## src/rtl/msg_enc_pkg.sv

```systemverilog
// constants shared by the trunking message encoder files
package msg_enc_pkg;
   // register byte offsets
   localparam logic [7:0] CTRL_OFS   = 8'h00;
   localparam logic [7:0] CMD_OFS    = 8'h04;
   localparam logic [7:0] RATE_OFS   = 8'h08;
   localparam logic [7:0] BURST_OFS  = 8'h0C;
   localparam logic [7:0] MSG0_OFS   = 8'h10;
   localparam logic [7:0] MSG1_OFS   = 8'h14;
   localparam logic [7:0] STAT_OFS   = 8'h18;
   // control fields
   localparam int SEL_BIT   = 0;
   localparam int POL_BIT   = 1;
   localparam int MODE_LSB  = 4;
   localparam int MODE_W    = 2;
   localparam logic [1:0] MODE_SINGLE = 2'h0;
   localparam logic [1:0] MODE_BURST  = 2'h1;
   localparam logic [1:0] MODE_CONT   = 2'h2;
   localparam logic [1:0] MODE_STEP   = 2'h3;
   // command bits
   localparam int SEND_BIT = 0;
   localparam int STOP_BIT = 1;
   // message word layout: area[0], goto[5:1], home[10:6], ident[18:11], free[23:19]
   localparam int AREA_POS  = 0;
   localparam int GOTO_POS  = 1;
   localparam int HOME_POS  = 6;
   localparam int IDENT_POS = 11;
   localparam int FREE_POS  = 19;
   localparam int FIELD_W   = 24;
   // frame layout
   localparam int SYNC_W  = 9;
   localparam int CHECK_W = 7;
   localparam int FRAME_W = SYNC_W + FIELD_W + CHECK_W;
   localparam logic [8:0] SYNC_PAT = 9'h158;
   localparam logic [6:0] CRC_POLY = 7'h09;
   // timing: rate in centi-bits per second, clock 200 MHz
   localparam longint CLK_HZ      = 200000000;
   localparam logic [31:0] RATE_RST = 32'h00007440; // 297.60 bit/s
   localparam logic [15:0] BURST_RST = 16'h0001;
   localparam logic [1:0] AXI_OKAY   = 2'h0;
   localparam logic [1:0] AXI_SLVERR = 2'h2;
endpackage

```

## src/rtl/trunking_message_encoder.sv

```systemverilog
// trunking message encoder with axi4-lite registers and serial output
`timescale 1ns/10ps
module trunking_message_encoder
   import msg_enc_pkg::*;
#(
   parameter int FIFO_DEPTH = 8
) (
   input  wire logic        clk,           // 200 MHz clock
   input  wire logic        srst,          // sync reset, high
   input  wire logic [7:0]  s_axi_awaddr,  // write address
   input  wire logic        s_axi_awvalid, // write address valid
   output logic             s_axi_awready, // write address ready
   input  wire logic [31:0] s_axi_wdata,   // write data
   input  wire logic [3:0]  s_axi_wstrb,   // byte enables
   input  wire logic        s_axi_wvalid,  // write data valid
   output logic             s_axi_wready,  // write data ready
   output logic [1:0]       s_axi_bresp,   // write response
   output logic             s_axi_bvalid,  // write response valid
   input  wire logic        s_axi_bready,  // write response ready
   input  wire logic [7:0]  s_axi_araddr,  // read address
   input  wire logic        s_axi_arvalid, // read address valid
   output logic             s_axi_arready, // read address ready
   output logic [31:0]      s_axi_rdata,   // read data
   output logic [1:0]       s_axi_rresp,   // read response
   output logic             s_axi_rvalid,  // read data valid
   input  wire logic        s_axi_rready,  // read data ready
   output logic             mod_active,    // modulation path driven
   output logic             mod_pos,       // level positive when high
   output logic             mod_neg        // level negative when high
);
   import msg_enc_pkg::*;

   if (FIFO_DEPTH != 8) begin : g_depth_chk
      $error("encoder fifo depth fixed at 8");
   end

   typedef enum logic [1:0] {IDLE, RUN, DRAIN} seq_t;

   // crc over one bit, shared by framer
   function automatic logic [6:0] crc_step(input logic [6:0] c, input logic b);
      logic fb;
      fb = c[6] ^ b;
      crc_step = {c[5:0], 1'b0} ^ (fb ? CRC_POLY : 7'h00);
   endfunction

   // ---------------- registers ----------------
   logic [7:0]         ctrl_r;
   logic [31:0]        rate_r;
   logic [15:0]        burst_r;
   logic [FIELD_W-1:0] msg0_r;
   logic [FIELD_W-1:0] msg1_r;
   logic [7:0]         awaddr_r;
   logic               aw_have_r;
   logic [31:0]        wdata_r;
   logic [3:0]         wstrb_r;
   logic               w_have_r;
   logic               bvalid_r;
   logic [1:0]         bresp_r;
   logic               rvalid_r;
   logic [31:0]        rdata_r;
   logic [1:0]         rresp_r;

   // write channels taken independently, either order
   assign s_axi_awready = !aw_have_r && !bvalid_r;
   assign s_axi_wready  = !w_have_r && !bvalid_r;
   assign s_axi_bvalid  = bvalid_r;
   assign s_axi_bresp   = bresp_r;
   wire wr_go = aw_have_r && w_have_r && !bvalid_r;

   function automatic logic [31:0] merge(input logic [31:0] old, input logic [31:0] d,
                                         input logic [3:0] s);
      for (int i = 0; i < 4; i++) begin
         if (s[i]) old[i*8 +: 8] = d[i*8 +: 8];
      end
      merge = old;
   endfunction

   wire [31:0] wmerge_ctrl  = merge({24'h0, ctrl_r}, wdata_r, wstrb_r);
   wire [31:0] wmerge_rate  = merge(rate_r, wdata_r, wstrb_r);
   wire [31:0] wmerge_burst = merge({16'h0, burst_r}, wdata_r, wstrb_r);
   wire [31:0] wmerge_m0    = merge({8'h0, msg0_r}, wdata_r, wstrb_r);
   wire [31:0] wmerge_m1    = merge({8'h0, msg1_r}, wdata_r, wstrb_r);
   wire        wr_ctrl  = wr_go && (awaddr_r == CTRL_OFS);
   wire        wr_cmd   = wr_go && (awaddr_r == CMD_OFS);
   wire        wr_rate  = wr_go && (awaddr_r == RATE_OFS);
   wire        wr_burst = wr_go && (awaddr_r == BURST_OFS);
   wire        wr_m0    = wr_go && (awaddr_r == MSG0_OFS);
   wire        wr_m1    = wr_go && (awaddr_r == MSG1_OFS);
   wire        wr_known = wr_ctrl | wr_cmd | wr_rate | wr_burst | wr_m0 | wr_m1;
   wire        cmd_send = wr_cmd && wstrb_r[0] && wdata_r[SEND_BIT];
   wire        cmd_stop = wr_cmd && wstrb_r[0] && wdata_r[STOP_BIT];

   // write path capture and response
   always_ff @(posedge clk) begin
      if (srst) begin
         aw_have_r <= 1'b0;
         w_have_r  <= 1'b0;
         bvalid_r  <= 1'b0;
         bresp_r   <= AXI_OKAY;
         awaddr_r  <= 8'h00;
         wdata_r   <= 32'h00000000;
         wstrb_r   <= 4'h0;
      end else begin
         if (s_axi_awvalid && s_axi_awready) begin
            aw_have_r <= 1'b1;
            awaddr_r  <= s_axi_awaddr;
         end
         if (s_axi_wvalid && s_axi_wready) begin
            w_have_r <= 1'b1;
            wdata_r  <= s_axi_wdata;
            wstrb_r  <= s_axi_wstrb;
         end
         if (wr_go) begin
            aw_have_r <= 1'b0;
            w_have_r  <= 1'b0;
            bvalid_r  <= 1'b1;
            bresp_r   <= wr_known ? AXI_OKAY : AXI_SLVERR;
         end else if (bvalid_r && s_axi_bready) begin
            bvalid_r <= 1'b0;
         end
      end
   end

   // software registers; writable while running
   always_ff @(posedge clk) begin
      if (srst) begin
         ctrl_r  <= 8'h00;
         rate_r  <= RATE_RST;
         burst_r <= BURST_RST;
         msg0_r  <= '0;
         msg1_r  <= '0;
      end else begin
         if (wr_ctrl) ctrl_r <= wmerge_ctrl[7:0];
         if (wr_rate) rate_r <= (wmerge_rate == 32'h0) ? 32'h00000001 : wmerge_rate;
         if (wr_burst) burst_r <= wmerge_burst[15:0];
         if (wr_m0) msg0_r <= wmerge_m0[FIELD_W-1:0];
         if (wr_m1) msg1_r <= wmerge_m1[FIELD_W-1:0];
      end
   end

   // ---------------- bit rate enable ----------------
   // phase accumulator: rate in centi-bps against 100*clock; slight jitter, no drift
   localparam logic [39:0] ACC_MOD = 40'(CLK_HZ * 100);
   logic [39:0] acc_r;
   wire  [39:0] acc_sum = acc_r + {8'h00, rate_r};
   wire         bit_tick = (acc_sum >= ACC_MOD);
   always_ff @(posedge clk) begin
      if (srst) acc_r <= 40'h0;
      else acc_r <= bit_tick ? acc_sum - ACC_MOD : acc_sum;
   end

   // ---------------- framer ----------------
   seq_t               seq_r;
   logic [5:0]         fpos_r;
   logic [FIELD_W-1:0] fld_r;
   logic [6:0]         crc_r;
   logic [15:0]        left_r;
   logic               stop_r;
   logic [1:0]         mode_run_r;
   logic               fifo_in_ready;
   logic               fifo_out_valid;
   logic               fifo_out_data;
   logic               line_busy_r;
   logic               line_bit_r;

   wire [1:0] mode_sel = ctrl_r[MODE_LSB +: MODE_W];
   wire       sel_msg  = ctrl_r[SEL_BIT];
   wire [FIELD_W-1:0] cur_fields = sel_msg ? msg1_r : msg0_r;
   wire       start_ok = cmd_send && (mode_sel != MODE_STEP)
                         && !(mode_sel == MODE_BURST && burst_r == 16'h0);
   // bit being produced at this frame position
   wire       in_sync  = (fpos_r < 6'(SYNC_W));
   wire       in_check = (fpos_r >= 6'(SYNC_W + FIELD_W));
   wire [5:0] chk_idx  = 6'(FRAME_W - 1) - fpos_r;
   wire [5:0] syn_idx  = 6'(SYNC_W - 1) - fpos_r;
   wire       gen_bit  = in_sync ? SYNC_PAT[syn_idx[3:0]] :
                         in_check ? crc_r[chk_idx[2:0]] : fld_r[0];
   wire       push     = (seq_r == RUN) && fifo_in_ready;
   wire       last_bit = (fpos_r == 6'(FRAME_W - 1));
   wire       more     = !stop_r && !cmd_stop &&
                         ((mode_run_r == MODE_CONT) ||
                          (mode_run_r == MODE_BURST && left_r > 16'h1));

   // frame sequencing: fields latched at each frame start
   always_ff @(posedge clk) begin
      if (srst) begin
         seq_r      <= IDLE;
         fpos_r     <= 6'h0;
         fld_r      <= '0;
         crc_r      <= 7'h00;
         left_r     <= 16'h0;
         stop_r     <= 1'b0;
         mode_run_r <= MODE_SINGLE;
      end else begin
         case (seq_r)
            IDLE: begin
               stop_r <= 1'b0;
               if (start_ok) begin
                  seq_r      <= RUN;
                  fpos_r     <= 6'h0;
                  fld_r      <= cur_fields;
                  crc_r      <= 7'h00;
                  mode_run_r <= mode_sel;
                  left_r     <= (mode_sel == MODE_BURST) ? burst_r : 16'h1;
               end
            end
            RUN: begin
               if (cmd_stop) stop_r <= 1'b1;
               if (push) begin
                  if (!in_sync && !in_check) begin
                     fld_r <= {1'b0, fld_r[FIELD_W-1:1]};
                     crc_r <= crc_step(crc_r, fld_r[0]);
                  end
                  if (last_bit) begin
                     fpos_r <= 6'h0;
                     crc_r  <= 7'h00;
                     left_r <= left_r - 16'h1;
                     if (more) fld_r <= cur_fields;
                     else seq_r <= DRAIN;
                  end else begin
                     fpos_r <= fpos_r + 6'h1;
                  end
               end
            end
            DRAIN: begin
               if (!fifo_out_valid && !line_busy_r) seq_r <= IDLE;
            end
            default: seq_r <= IDLE;
         endcase
      end
   end

   bit_fifo #(
      .WIDTH (1),
      .DEPTH (FIFO_DEPTH)
   ) u_fifo (
      .clk       (clk),
      .srst      (srst),
      .flush     (1'b0),
      .in_data   (gen_bit),
      .in_valid  (push),
      .in_ready  (fifo_in_ready),
      .out_data  (fifo_out_data),
      .out_valid (fifo_out_valid),
      .out_ready (bit_tick)
   );

   // line stage: one bit per rate tick, idles when fifo empty
   always_ff @(posedge clk) begin
      if (srst) begin
         line_busy_r <= 1'b0;
         line_bit_r  <= 1'b0;
      end else if (bit_tick) begin
         line_busy_r <= fifo_out_valid;
         line_bit_r  <= fifo_out_valid ? fifo_out_data : 1'b0;
      end
   end

   // polarity applied at the output so it can change live
   wire pol_inv = ctrl_r[POL_BIT];
   always_ff @(posedge clk) begin
      if (srst) begin
         mod_active <= 1'b0;
         mod_pos    <= 1'b0;
         mod_neg    <= 1'b0;
      end else begin
         mod_active <= line_busy_r;
         mod_pos    <= line_busy_r && (line_bit_r ^ pol_inv);
         mod_neg    <= line_busy_r && !(line_bit_r ^ pol_inv);
      end
   end

   // ---------------- read path ----------------
   wire [31:0] stat_word = {28'h0, stop_r, (seq_r == DRAIN), (seq_r == RUN), line_busy_r};
   wire [31:0] rd_mux =
      (s_axi_araddr == CTRL_OFS)  ? {24'h0, ctrl_r} :
      (s_axi_araddr == RATE_OFS)  ? rate_r :
      (s_axi_araddr == BURST_OFS) ? {16'h0, burst_r} :
      (s_axi_araddr == MSG0_OFS)  ? {8'h0, msg0_r} :
      (s_axi_araddr == MSG1_OFS)  ? {8'h0, msg1_r} :
      (s_axi_araddr == STAT_OFS)  ? stat_word : 32'h00000000;
   wire rd_known = (s_axi_araddr == CTRL_OFS) || (s_axi_araddr == RATE_OFS) ||
                   (s_axi_araddr == BURST_OFS) || (s_axi_araddr == MSG0_OFS) ||
                   (s_axi_araddr == MSG1_OFS) || (s_axi_araddr == STAT_OFS) ||
                   (s_axi_araddr == CMD_OFS);
   assign s_axi_arready = !rvalid_r;
   assign s_axi_rvalid  = rvalid_r;
   assign s_axi_rdata   = rdata_r;
   assign s_axi_rresp   = rresp_r;
   always_ff @(posedge clk) begin
      if (srst) begin
         rvalid_r <= 1'b0;
         rdata_r  <= 32'h00000000;
         rresp_r  <= AXI_OKAY;
      end else if (s_axi_arvalid && s_axi_arready) begin
         rvalid_r <= 1'b1;
         rdata_r  <= rd_mux;
         rresp_r  <= rd_known ? AXI_OKAY : AXI_SLVERR;
      end else if (rvalid_r && s_axi_rready) begin
         rvalid_r <= 1'b0;
      end
   end

   // ---------------- checks ----------------
   a_pol_excl: assert property (@(posedge clk) disable iff (srst)
      !(mod_pos && mod_neg)) else $error("both levels driven");
   a_idle_quiet: assert property (@(posedge clk) disable iff (srst)
      !mod_active |-> !mod_pos && !mod_neg) else $error("level while idle");
   a_step_none: assert property (@(posedge clk) disable iff (srst)
      (seq_r == IDLE && cmd_send && mode_sel == MODE_STEP) |=> seq_r == IDLE)
      else $error("step mode started");
   a_send_runs: assert property (@(posedge clk) disable iff (srst)
      (seq_r == IDLE && start_ok) |=> seq_r == RUN) else $error("send ignored");
   a_single_one: assert property (@(posedge clk) disable iff (srst)
      (push && last_bit && mode_run_r == MODE_SINGLE) |=> seq_r == DRAIN)
      else $error("single repeated");
   a_stop_ends: assert property (@(posedge clk) disable iff (srst)
      (push && last_bit && stop_r) |=> seq_r == DRAIN) else $error("ran past stop");
   a_cont_rep: assert property (@(posedge clk) disable iff (srst)
      (push && last_bit && mode_run_r == MODE_CONT && !stop_r && !cmd_stop)
      |=> seq_r == RUN && fpos_r == 6'h0) else $error("continuous ended");
   a_burst_cnt: assert property (@(posedge clk) disable iff (srst)
      (seq_r == RUN && push && last_bit) |=> left_r == $past(left_r) - 16'h1)
      else $error("burst count slip");
   a_rate_rst: assert property (@(posedge clk)
      $past(srst) |-> rate_r == RATE_RST) else $error("rate reset wrong");
   a_sync_bit: assert property (@(posedge clk) disable iff (srst)
      (push && fpos_r == 6'h0) |-> gen_bit == SYNC_PAT[8]) else $error("sync order");
   c_single: cover property (@(posedge clk) seq_r == RUN && mode_run_r == MODE_SINGLE);
   c_burst: cover property (@(posedge clk) push && last_bit && mode_run_r == MODE_BURST && more);
   c_stop: cover property (@(posedge clk) seq_r == RUN && cmd_stop);
   c_invert: cover property (@(posedge clk) mod_active && pol_inv);
endmodule // trunking_message_encoder

```

## src/rtl/bit_fifo.sv

```systemverilog
// small flip-flop fifo with valid/ready on both sides
`timescale 1ns/10ps
module bit_fifo #(
   parameter int WIDTH = 1,
   parameter int DEPTH = 8
) (
   input  wire logic             clk,      // system clock
   input  wire logic             srst,     // sync reset
   input  wire logic             flush,    // drop contents
   input  wire logic [WIDTH-1:0] in_data,  // write data
   input  wire logic             in_valid, // write request
   output logic                  in_ready, // room available
   output logic [WIDTH-1:0]      out_data, // head word
   output logic                  out_valid,// head valid
   input  wire logic             out_ready // drain
);
   localparam int AW = $clog2(DEPTH);
   // pointers wrap by overflow, so only powers of two are served
   if (DEPTH < 2 || (1 << AW) != DEPTH) begin : g_depth_chk
      $error("bit_fifo depth must be power of two");
   end
   logic [WIDTH-1:0] mem_r [DEPTH];
   logic [AW-1:0]    wp_r;
   logic [AW-1:0]    rp_r;
   logic [AW:0]      cnt_r;
   wire push = in_valid && in_ready;
   wire pop  = out_valid && out_ready;
   // honest flags from the occupancy count
   assign in_ready  = (cnt_r != (AW+1)'(DEPTH));
   assign out_valid = (cnt_r != '0);
   assign out_data  = mem_r[rp_r];
   // pointer and count update
   always_ff @(posedge clk) begin
      if (srst || flush) begin
         wp_r  <= '0;
         rp_r  <= '0;
         cnt_r <= '0;
      end else begin
         if (push) wp_r <= wp_r + 1'b1;
         if (pop) rp_r <= rp_r + 1'b1;
         cnt_r <= cnt_r + (AW+1)'(push) - (AW+1)'(pop);
      end
   end
   // storage write
   always_ff @(posedge clk) begin
      if (push) mem_r[wp_r] <= in_data;
   end
endmodule // bit_fifo

```

## config.mk

```make
export PLATFORM = sky130hd
export DESIGN_NAME = trunking_message_encoder
export DESIGN_NICKNAME = d
export VERILOG_FILES = /design/src/rtl/msg_enc_pkg.sv /design/src/rtl/trunking_message_encoder.sv /design/src/rtl/bit_fifo.sv
export SDC_FILE = /design/constraint.sdc
export NUM_CORES = 1
export LEC_CHECK = 0
export BUFFER_PORTS_ARGS = -buffer_cell sky130_fd_sc_hd__buf_2
export CAP_MARGIN = 30
export CORE_AREA = 2 2 166 168
export CTS_CLUSTER_SIZE = 8
export DETAILED_ROUTE_END_ITERATION = 10
export DIE_AREA = 0 0 168 170
export PLACE_DENSITY = 0.79
export SLEW_MARGIN = 20
export SYNTH_ARGS = -nofsm -noshare
export SYNTH_HDL_FRONTEND = slang
export SYNTH_SLANG_ARGS = --single-unit
```

## constraint.sdc

```tcl
create_clock -name clk -period 6.11 [get_ports clk]
set_input_delay 0.9165 -clock clk [delete_from_list [all_inputs] [get_ports clk]]
set_output_delay 0.9165 -clock clk [all_outputs]
set_load 0.01 [all_outputs]
```

### Yosys cells after proc, flatten, opt, wreduce, memory -nomap -nowiden

Memories as Yosys holds them, arrays and structs flattened. A register that Yosys moved wholly into a read port is not among the register bits.
Cells that the tools add are included.

| operators by class | value |
|---|---|
| add/sub/neg operators | 10 |
| $mul | 0 |
| div/mod/pow operators | 0 |
| magnitude comparators | 6 |
| equality and inequality tests | 26 |
| shift operators | 0 |
| mux-type cells | 58 |
| bitwise gates (word level) | 8 |
| reduce and logical (&&, ||, !) cells | 75 |

Operators with widths:

| operator | number |
|---|---|
| two-way mux 24 bit | 9 |
| two-way mux 32 bit | 3 |
| two-way mux 16 bit | 4 |
| case mux 24 bit (2 select lines) | 1 |
| adder 40 x 32 -> 40 bit | 1 |
| == test 8 x 5 -> 1 bit, second input constant | 5 |
| >= comparator 40 x 35 -> 1 bit, second input constant | 1 |
| two-way mux 40 bit | 1 |
| subtractor 40 x 35 -> 40 bit, second input constant | 1 |
| == test 8 x 4 -> 1 bit, second input constant | 4 |
| zero test 32 bit | 1 |
| two-way mux 8 bit | 4 |
| case mux 16 bit (2 select lines) | 1 |
| logical AND 1 bit | 31 |
| two-way mux 7 bit | 4 |
| AND reduction 2 bit | 11 |
| two-way mux 6 bit | 3 |
| == test 8 x 3 -> 1 bit, second input constant | 2 |
| > comparator 16 x 1 -> 1 bit, second input constant | 1 |
| zero test 16 bit | 1 |
| zero test 8 bit | 2 |
| subtractor 16 x 1 -> 16 bit, second input constant | 1 |
| two-way mux 2 bit | 7 |
| case mux 7 bit (2 select lines) | 1 |
| other kinds (36) | 83 |

| word-level totals | value |
|---|---|
| register bits after elaboration | 301 |
| latch bits | 0 |
| RAM bits | 8 |
| memory bits (read-only) | 16 |
| bits of input ports | 59 |
| word-level logic and storage cells | 221 |
| memories | 2 |

Memories:

| name | words | bits a word | read ports | clocked after Yosys merged registers in | wr ports | RTL line | source |
|---|---|---|---|---|---|---|---|
| (name not given) | 16 | 1 | 1 | 0 | 0 | trunking_message_encoder.sv:176 | `wire gen_bit = in_sync ? SYNC_PAT[syn_idx[3:0]] :` |
| u_fifo.mem_r | 8 | 1 | 1 | 1 | 1 | bit_fifo.sv:22 | `logic [WIDTH-1:0] mem_r [DEPTH];` |

### Longest topological paths before layout

| logic depth | value |
|---|---|
| depth after elaboration | 12 |
| mapped depth | 21 |
| gate-level depth less buffers | 19 |

### Hierarchy

A second synthesis with hierarchy kept.

| unflattened totals | value |
|---|---|
| cells, all modules | 2028 |
| area total of the unflattened synthesis | 16356.9 um^2 |

Modules (own cells, without submodules):

| module | times used | cells an instance | area each (um^2) | sequential area each (um^2) |
|---|---|---|---|---|
| trunking_message_encoder | 1 | 1938 | 15339.7 | 5785.5 |
| bit_fifo | 1 | 90 | 1017.2 | 500.5 |

### Least setup slack after synthesis

Ideal clock, no wire load.

| timing | value |
|---|---|
| kind | reg-to-reg |
| from | reg rate_r[0] |
| to | reg u_fifo.cnt_r[2] |
| library setup time | 0.128 ns |
| arrival time | 4.384 ns |
| required time | 5.982 ns |
| slack | 1.599 ns |
| stages on the path, launching flop included | 20 |
| path buffers | 0 |
| path through | dfxtp_1 ha_1 fa_1 a211o_1 a211o_1 and3b_1 o311a_1 or3_1 a32oi_1 o2111ai_1 nor4_2 a211o_1 o21ai_1 or2_2 nand2_1 ha_1 inv_1 fa_1 xor2_1 nor2_1 |

| on the way | value |
|---|---|
| word-level cells in the longest chain between the ends | 4 |

Ends and longest elaborated chain:

| what | RTL line | source |
|---|---|---|
| start: declaration | trunking_message_encoder.sv:48 | `logic [31:0] rate_r;` |
| start signal: assignment | trunking_message_encoder.sv:134 | `if (wr_rate) rate_r <= (wmerge_rate == 32'h0) ? 32'h00000001 : wmerge_rate;` |
| adder 40 x 32 -> 40 bit | trunking_message_encoder.sv:145 | `wire [39:0] acc_sum = acc_r + {8'h00, rate_r};` |
| >= comparator 40 x 35 -> 1 bit | trunking_message_encoder.sv:146 | `wire bit_tick = (acc_sum >= ACC_MOD);` |
| logical AND 1 bit | bit_fifo.sv:27 | `wire pop = out_valid && out_ready;` |
| subtractor 4 x 1 -> 4 bit | bit_fifo.sv:41 | `cnt_r <= cnt_r + (AW+1)'(push) - (AW+1)'(pop);` |
| end signal: assignment | bit_fifo.sv:41 |  |
| end: declaration | bit_fifo.sv:25 | `logic [AW:0] cnt_r;` |

Every way passes these cells.
A chain may end at the register's enable or synchronous reset.

### Worst setup path in the final report

| timing | value |
|---|---|
| from | reg rate_r[12] |
| to | reg u_fifo.cnt_r[2] |

The elaborated chain is that of the path after synthesis.

==> results.yml <==
synth:
  synth-seq-cells: 310
  synth_edf_count: 8
  synth_warnings: 0
  synthTopCellsByArea: "dfxtp_1, mux2i_1, a21oi_1"
  synthFlopType: "dfxtp_1"
  netlist_top_cells_count: "dfxtp_1, nor2_1, a21oi_1"
  postSynthAreaPerCell_um2: 8.21
  syn_area_mm2: 0.0161
  ys_seq_area_frac: 0.389
  yosysTopAreaCellShare: 0.375
  syn_inst: 1966
  synth_cell_type_count: 94
  async_flop_share: 0
  synth_area_leader_cell: "dfxtp_1"
  synth.most_common_cell: "dfxtp_1"
global_routing:
  grt_pass1_wl_um: 73200
  grt_max_degree: 154
  grt_pass1_vias: 14200
  antenna_found_initial: 0
  grt.overflow.total: 0
  track_usage: 0.314
route:
  firstDrtPassIters: 5
  viasPerCell: 6.37
  wl_um: 45200
  vias: 15000
  ant_nets: 0
  post_drt_wl_per_cell_um: 19.2
  drt_first_iter_violations: 1419
  drc_errors: 0
worst_setup_path:
  rrSetupSlack_ps: 700
  r2r_start: "rate_r[12]"
  crit_chain: "ha_1 -> nand4_1 -> or3_1 -> and3b_1 -> o31ai_1 -> a31oi_1 -> nor2b_1 -> xnor2_1 -> a311oi_1 -> a211o_1 -> o21ai_1 -> or2_2 -> nand2_1 -> ha_1 -> inv_1 -> fa_1 -> xor2_1 -> nor2_1"
  crit_top_cell: "ha_1"
  crit_path_end: "u_fifo.cnt_r[2]"
  reg2reg_depth: 18
  worst-path-max-fanout: 11
  critPathLaunchType: "register"
  slowest_stage: "a31oi_1"
  r2r-end: "u_fifo.cnt_r[2]"
  arrival_ps: 5820
  end_kind: "register"
  critPathLaunch: "rate_r[12]"
  cpPeakStageDelay_ps: 780
  worstSetupPathType: "reg -> reg"
  cp.required_ps: 6520
timing:
  max_clock_freq_mhz: 185
  slew_headroom: 0.361
  worst_pin_slew_ps: 954
  min_period_over_period: 0.886
  tns_ps: 0
  drv_slew: 0
  finalHoldViolCount: 0
  rsz0062_at_grt: "no"
  finalSetupViolations: 0
  fin_skew_ps: 40.7
  min_period_ps: 5410
power_and_ir_drop:
  p_leak_nw: 7.36
  max-vdd-ir-drop_v: 0.000228
  p_per_area_mw_per_mm2: 350
  total_power_mw: 6.28
layout:
  area_growth_pct: 11.2
  drive_above_1_share: 0.106
  final_net_count: 2115
  antenna_cells: 0
floorplan:
  start_util: 0.606
  ios: 103
  die-area_mm2: 0.0286
  die_h_um: 170
  die_x_um: 168
  core_area_mm2: 0.0267
  rows: 60
clocking:
  post-cts-setup-buffers: 0
  clock_sinks: 310
  cts_max_path_buffers: 3
  cts_tree: "built"
  clk_latency_ps: 560
  ctsHoldBuffers: 0
  cts_resized: 0
  clk_pin_slew_ps: 50
  htree_levels: 2
  clock-root-buffer: "clkbuf_16"
  cts_inserted_buffers: 44
outcome:
  outcome: "finished clean"
place:
  io_buffers: 100
  globalplace.congestion: 0.976
  dpl.hpwl_um: 32000
flow_run:
  drv_cap: 0
hold_path:
  min_path_type: "reg -> reg"
[per-stage QoR]
stage	utilization	setup WS (ps)	instances	instance area [µm²]	hold slack, ps
finish	0.673	698	2354	17900	452
global placement	0.629	989	2302	16800	440
global route	0.673	290	2354	17900	490
CTS	0.673	786	2354	17900	454
detailed placement	0.629	837	2303	16800	448
floorplan	-	1600	1967	16100	431
[critical path, delay by kind of cell, from the launching register on]
kind                     cells  cell delay [ps]
buffers and inverters        1               60
flip-flops                   1              340
AO/OA/AOI/OAI                5             1800
AND/OR/NAND/NOR              7             1710
XOR/XNOR                     2              360
adder cells (fa/ha/maj)      3              990
[state kept, by name (all words and copies together), names as in the netlist, 2 cells and up, named ones only]
| signal | flops |
|---|---|
| u_fifo.cnt_r | 4 |
| u_fifo.rp_r | 3 |
| u_fifo.mem_r | 8 |
| msg0_r | 24 |
| burst_r | 16 |
| msg1_r | 24 |
| acc_r | 40 |
| rate_r | 32 |
| seq_r | 2 |
| s_axi_rdata | 32 |
| ctrl_r | 8 |
| fld_r | 24 |
| wdata_r | 32 |
| crc_r | 7 |
| wstrb_r | 4 |
| awaddr_r | 8 |
| left_r | 16 |
| mode_run_r | 2 |
| fpos_r | 6 |
| u_fifo.wp_r | 3 |
[cell families (layout without fill, tap and decap cells)]
| kind of cell | count (synthesis) | after routing | share of synthesized area |
|---|---|---|---|
| flip-flops | 310 | 310 | 0.389 |
| XOR/XNOR | 67 | 67 | 0.0368 |
| adder cells (fa/ha/maj) | 48 | 48 | 0.0381 |
| other | 1 | 2 | 0.000232 |
| AND/OR/NAND/NOR | 775 | 775 | 0.221 |
| multiplexers | 121 | 121 | 0.0781 |
| buffers and inverters | 147 | 193 | 0.0364 |
| AO/OA/AOI/OAI | 497 | 497 | 0.200 |
[per-layer routing]
metal,track usage,part of all wire,vias up
li1,-,-,7139
met1,0.413,0.43,7113
met2,0.520,0.45,629
met3,0.0544,0.077,117
met4,0.116,0.035,0
met5,0,0,-
[cell type report]
type	count	area, µm²
clock buffers	48	1120
multi-input cells	1510	9290
repair buffers	120	681
fillers	2210	8710
inverters	22	82.6
well taps	341	427
flip-flops and latches	310	6290
clock inverters	3	58.8
[worst min path at each step]
stage	startpoint	endpoint	slack (ps)	cells past startpoint
after CTS	awaddr_r[7]	awaddr_r[7]	450	2
final	awaddr_r[7]	awaddr_r[7]	450	2
after floorplan	awaddr_r[5]	awaddr_r[5]	430	2
after global routing	awaddr_r[7]	awaddr_r[7]	490	2
after detailed placement	awaddr_r[7]	awaddr_r[7]	450	2
after global placement	awaddr_r[1]	awaddr_r[1]	440	2
[cells in the final DEF, fill, tap and decap left out, types with 10 or more instances in the layout]
cell type and count:
a211o_1 12, a21o_1 21, a21oi_1 214, a221oi_1 26, a22oi_1 21, and2_1 13, and3_1 19, buf_2 99
buf_4 18, clkbuf_16 44, dfxtp_1 302, ha_1 46, inv_1 22, mux2i_1 112, nand2_1 214, nand2b_1 12
nand3_1 47, nand4_1 17, nor2_1 264, nor2b_1 18, nor3_1 93, nor4_1 22, o211ai_1 10, o21a_1 14
o21ai_0 48, o21ai_1 13, o22ai_1 25, or3_1 11, xnor2_1 27, xor2_1 39
[power by group]
group	total (mW)	leakage [nW]	switching, mW	internal (mW)
Combinational	1.80	4.26	1.11	0.686
Clock	2.14	0.573	0.859	1.28
Sequential	2.34	2.52	0.143	2.20
Total	6.28	7.36	2.11	4.16
(Power assumes the default switching activity.)
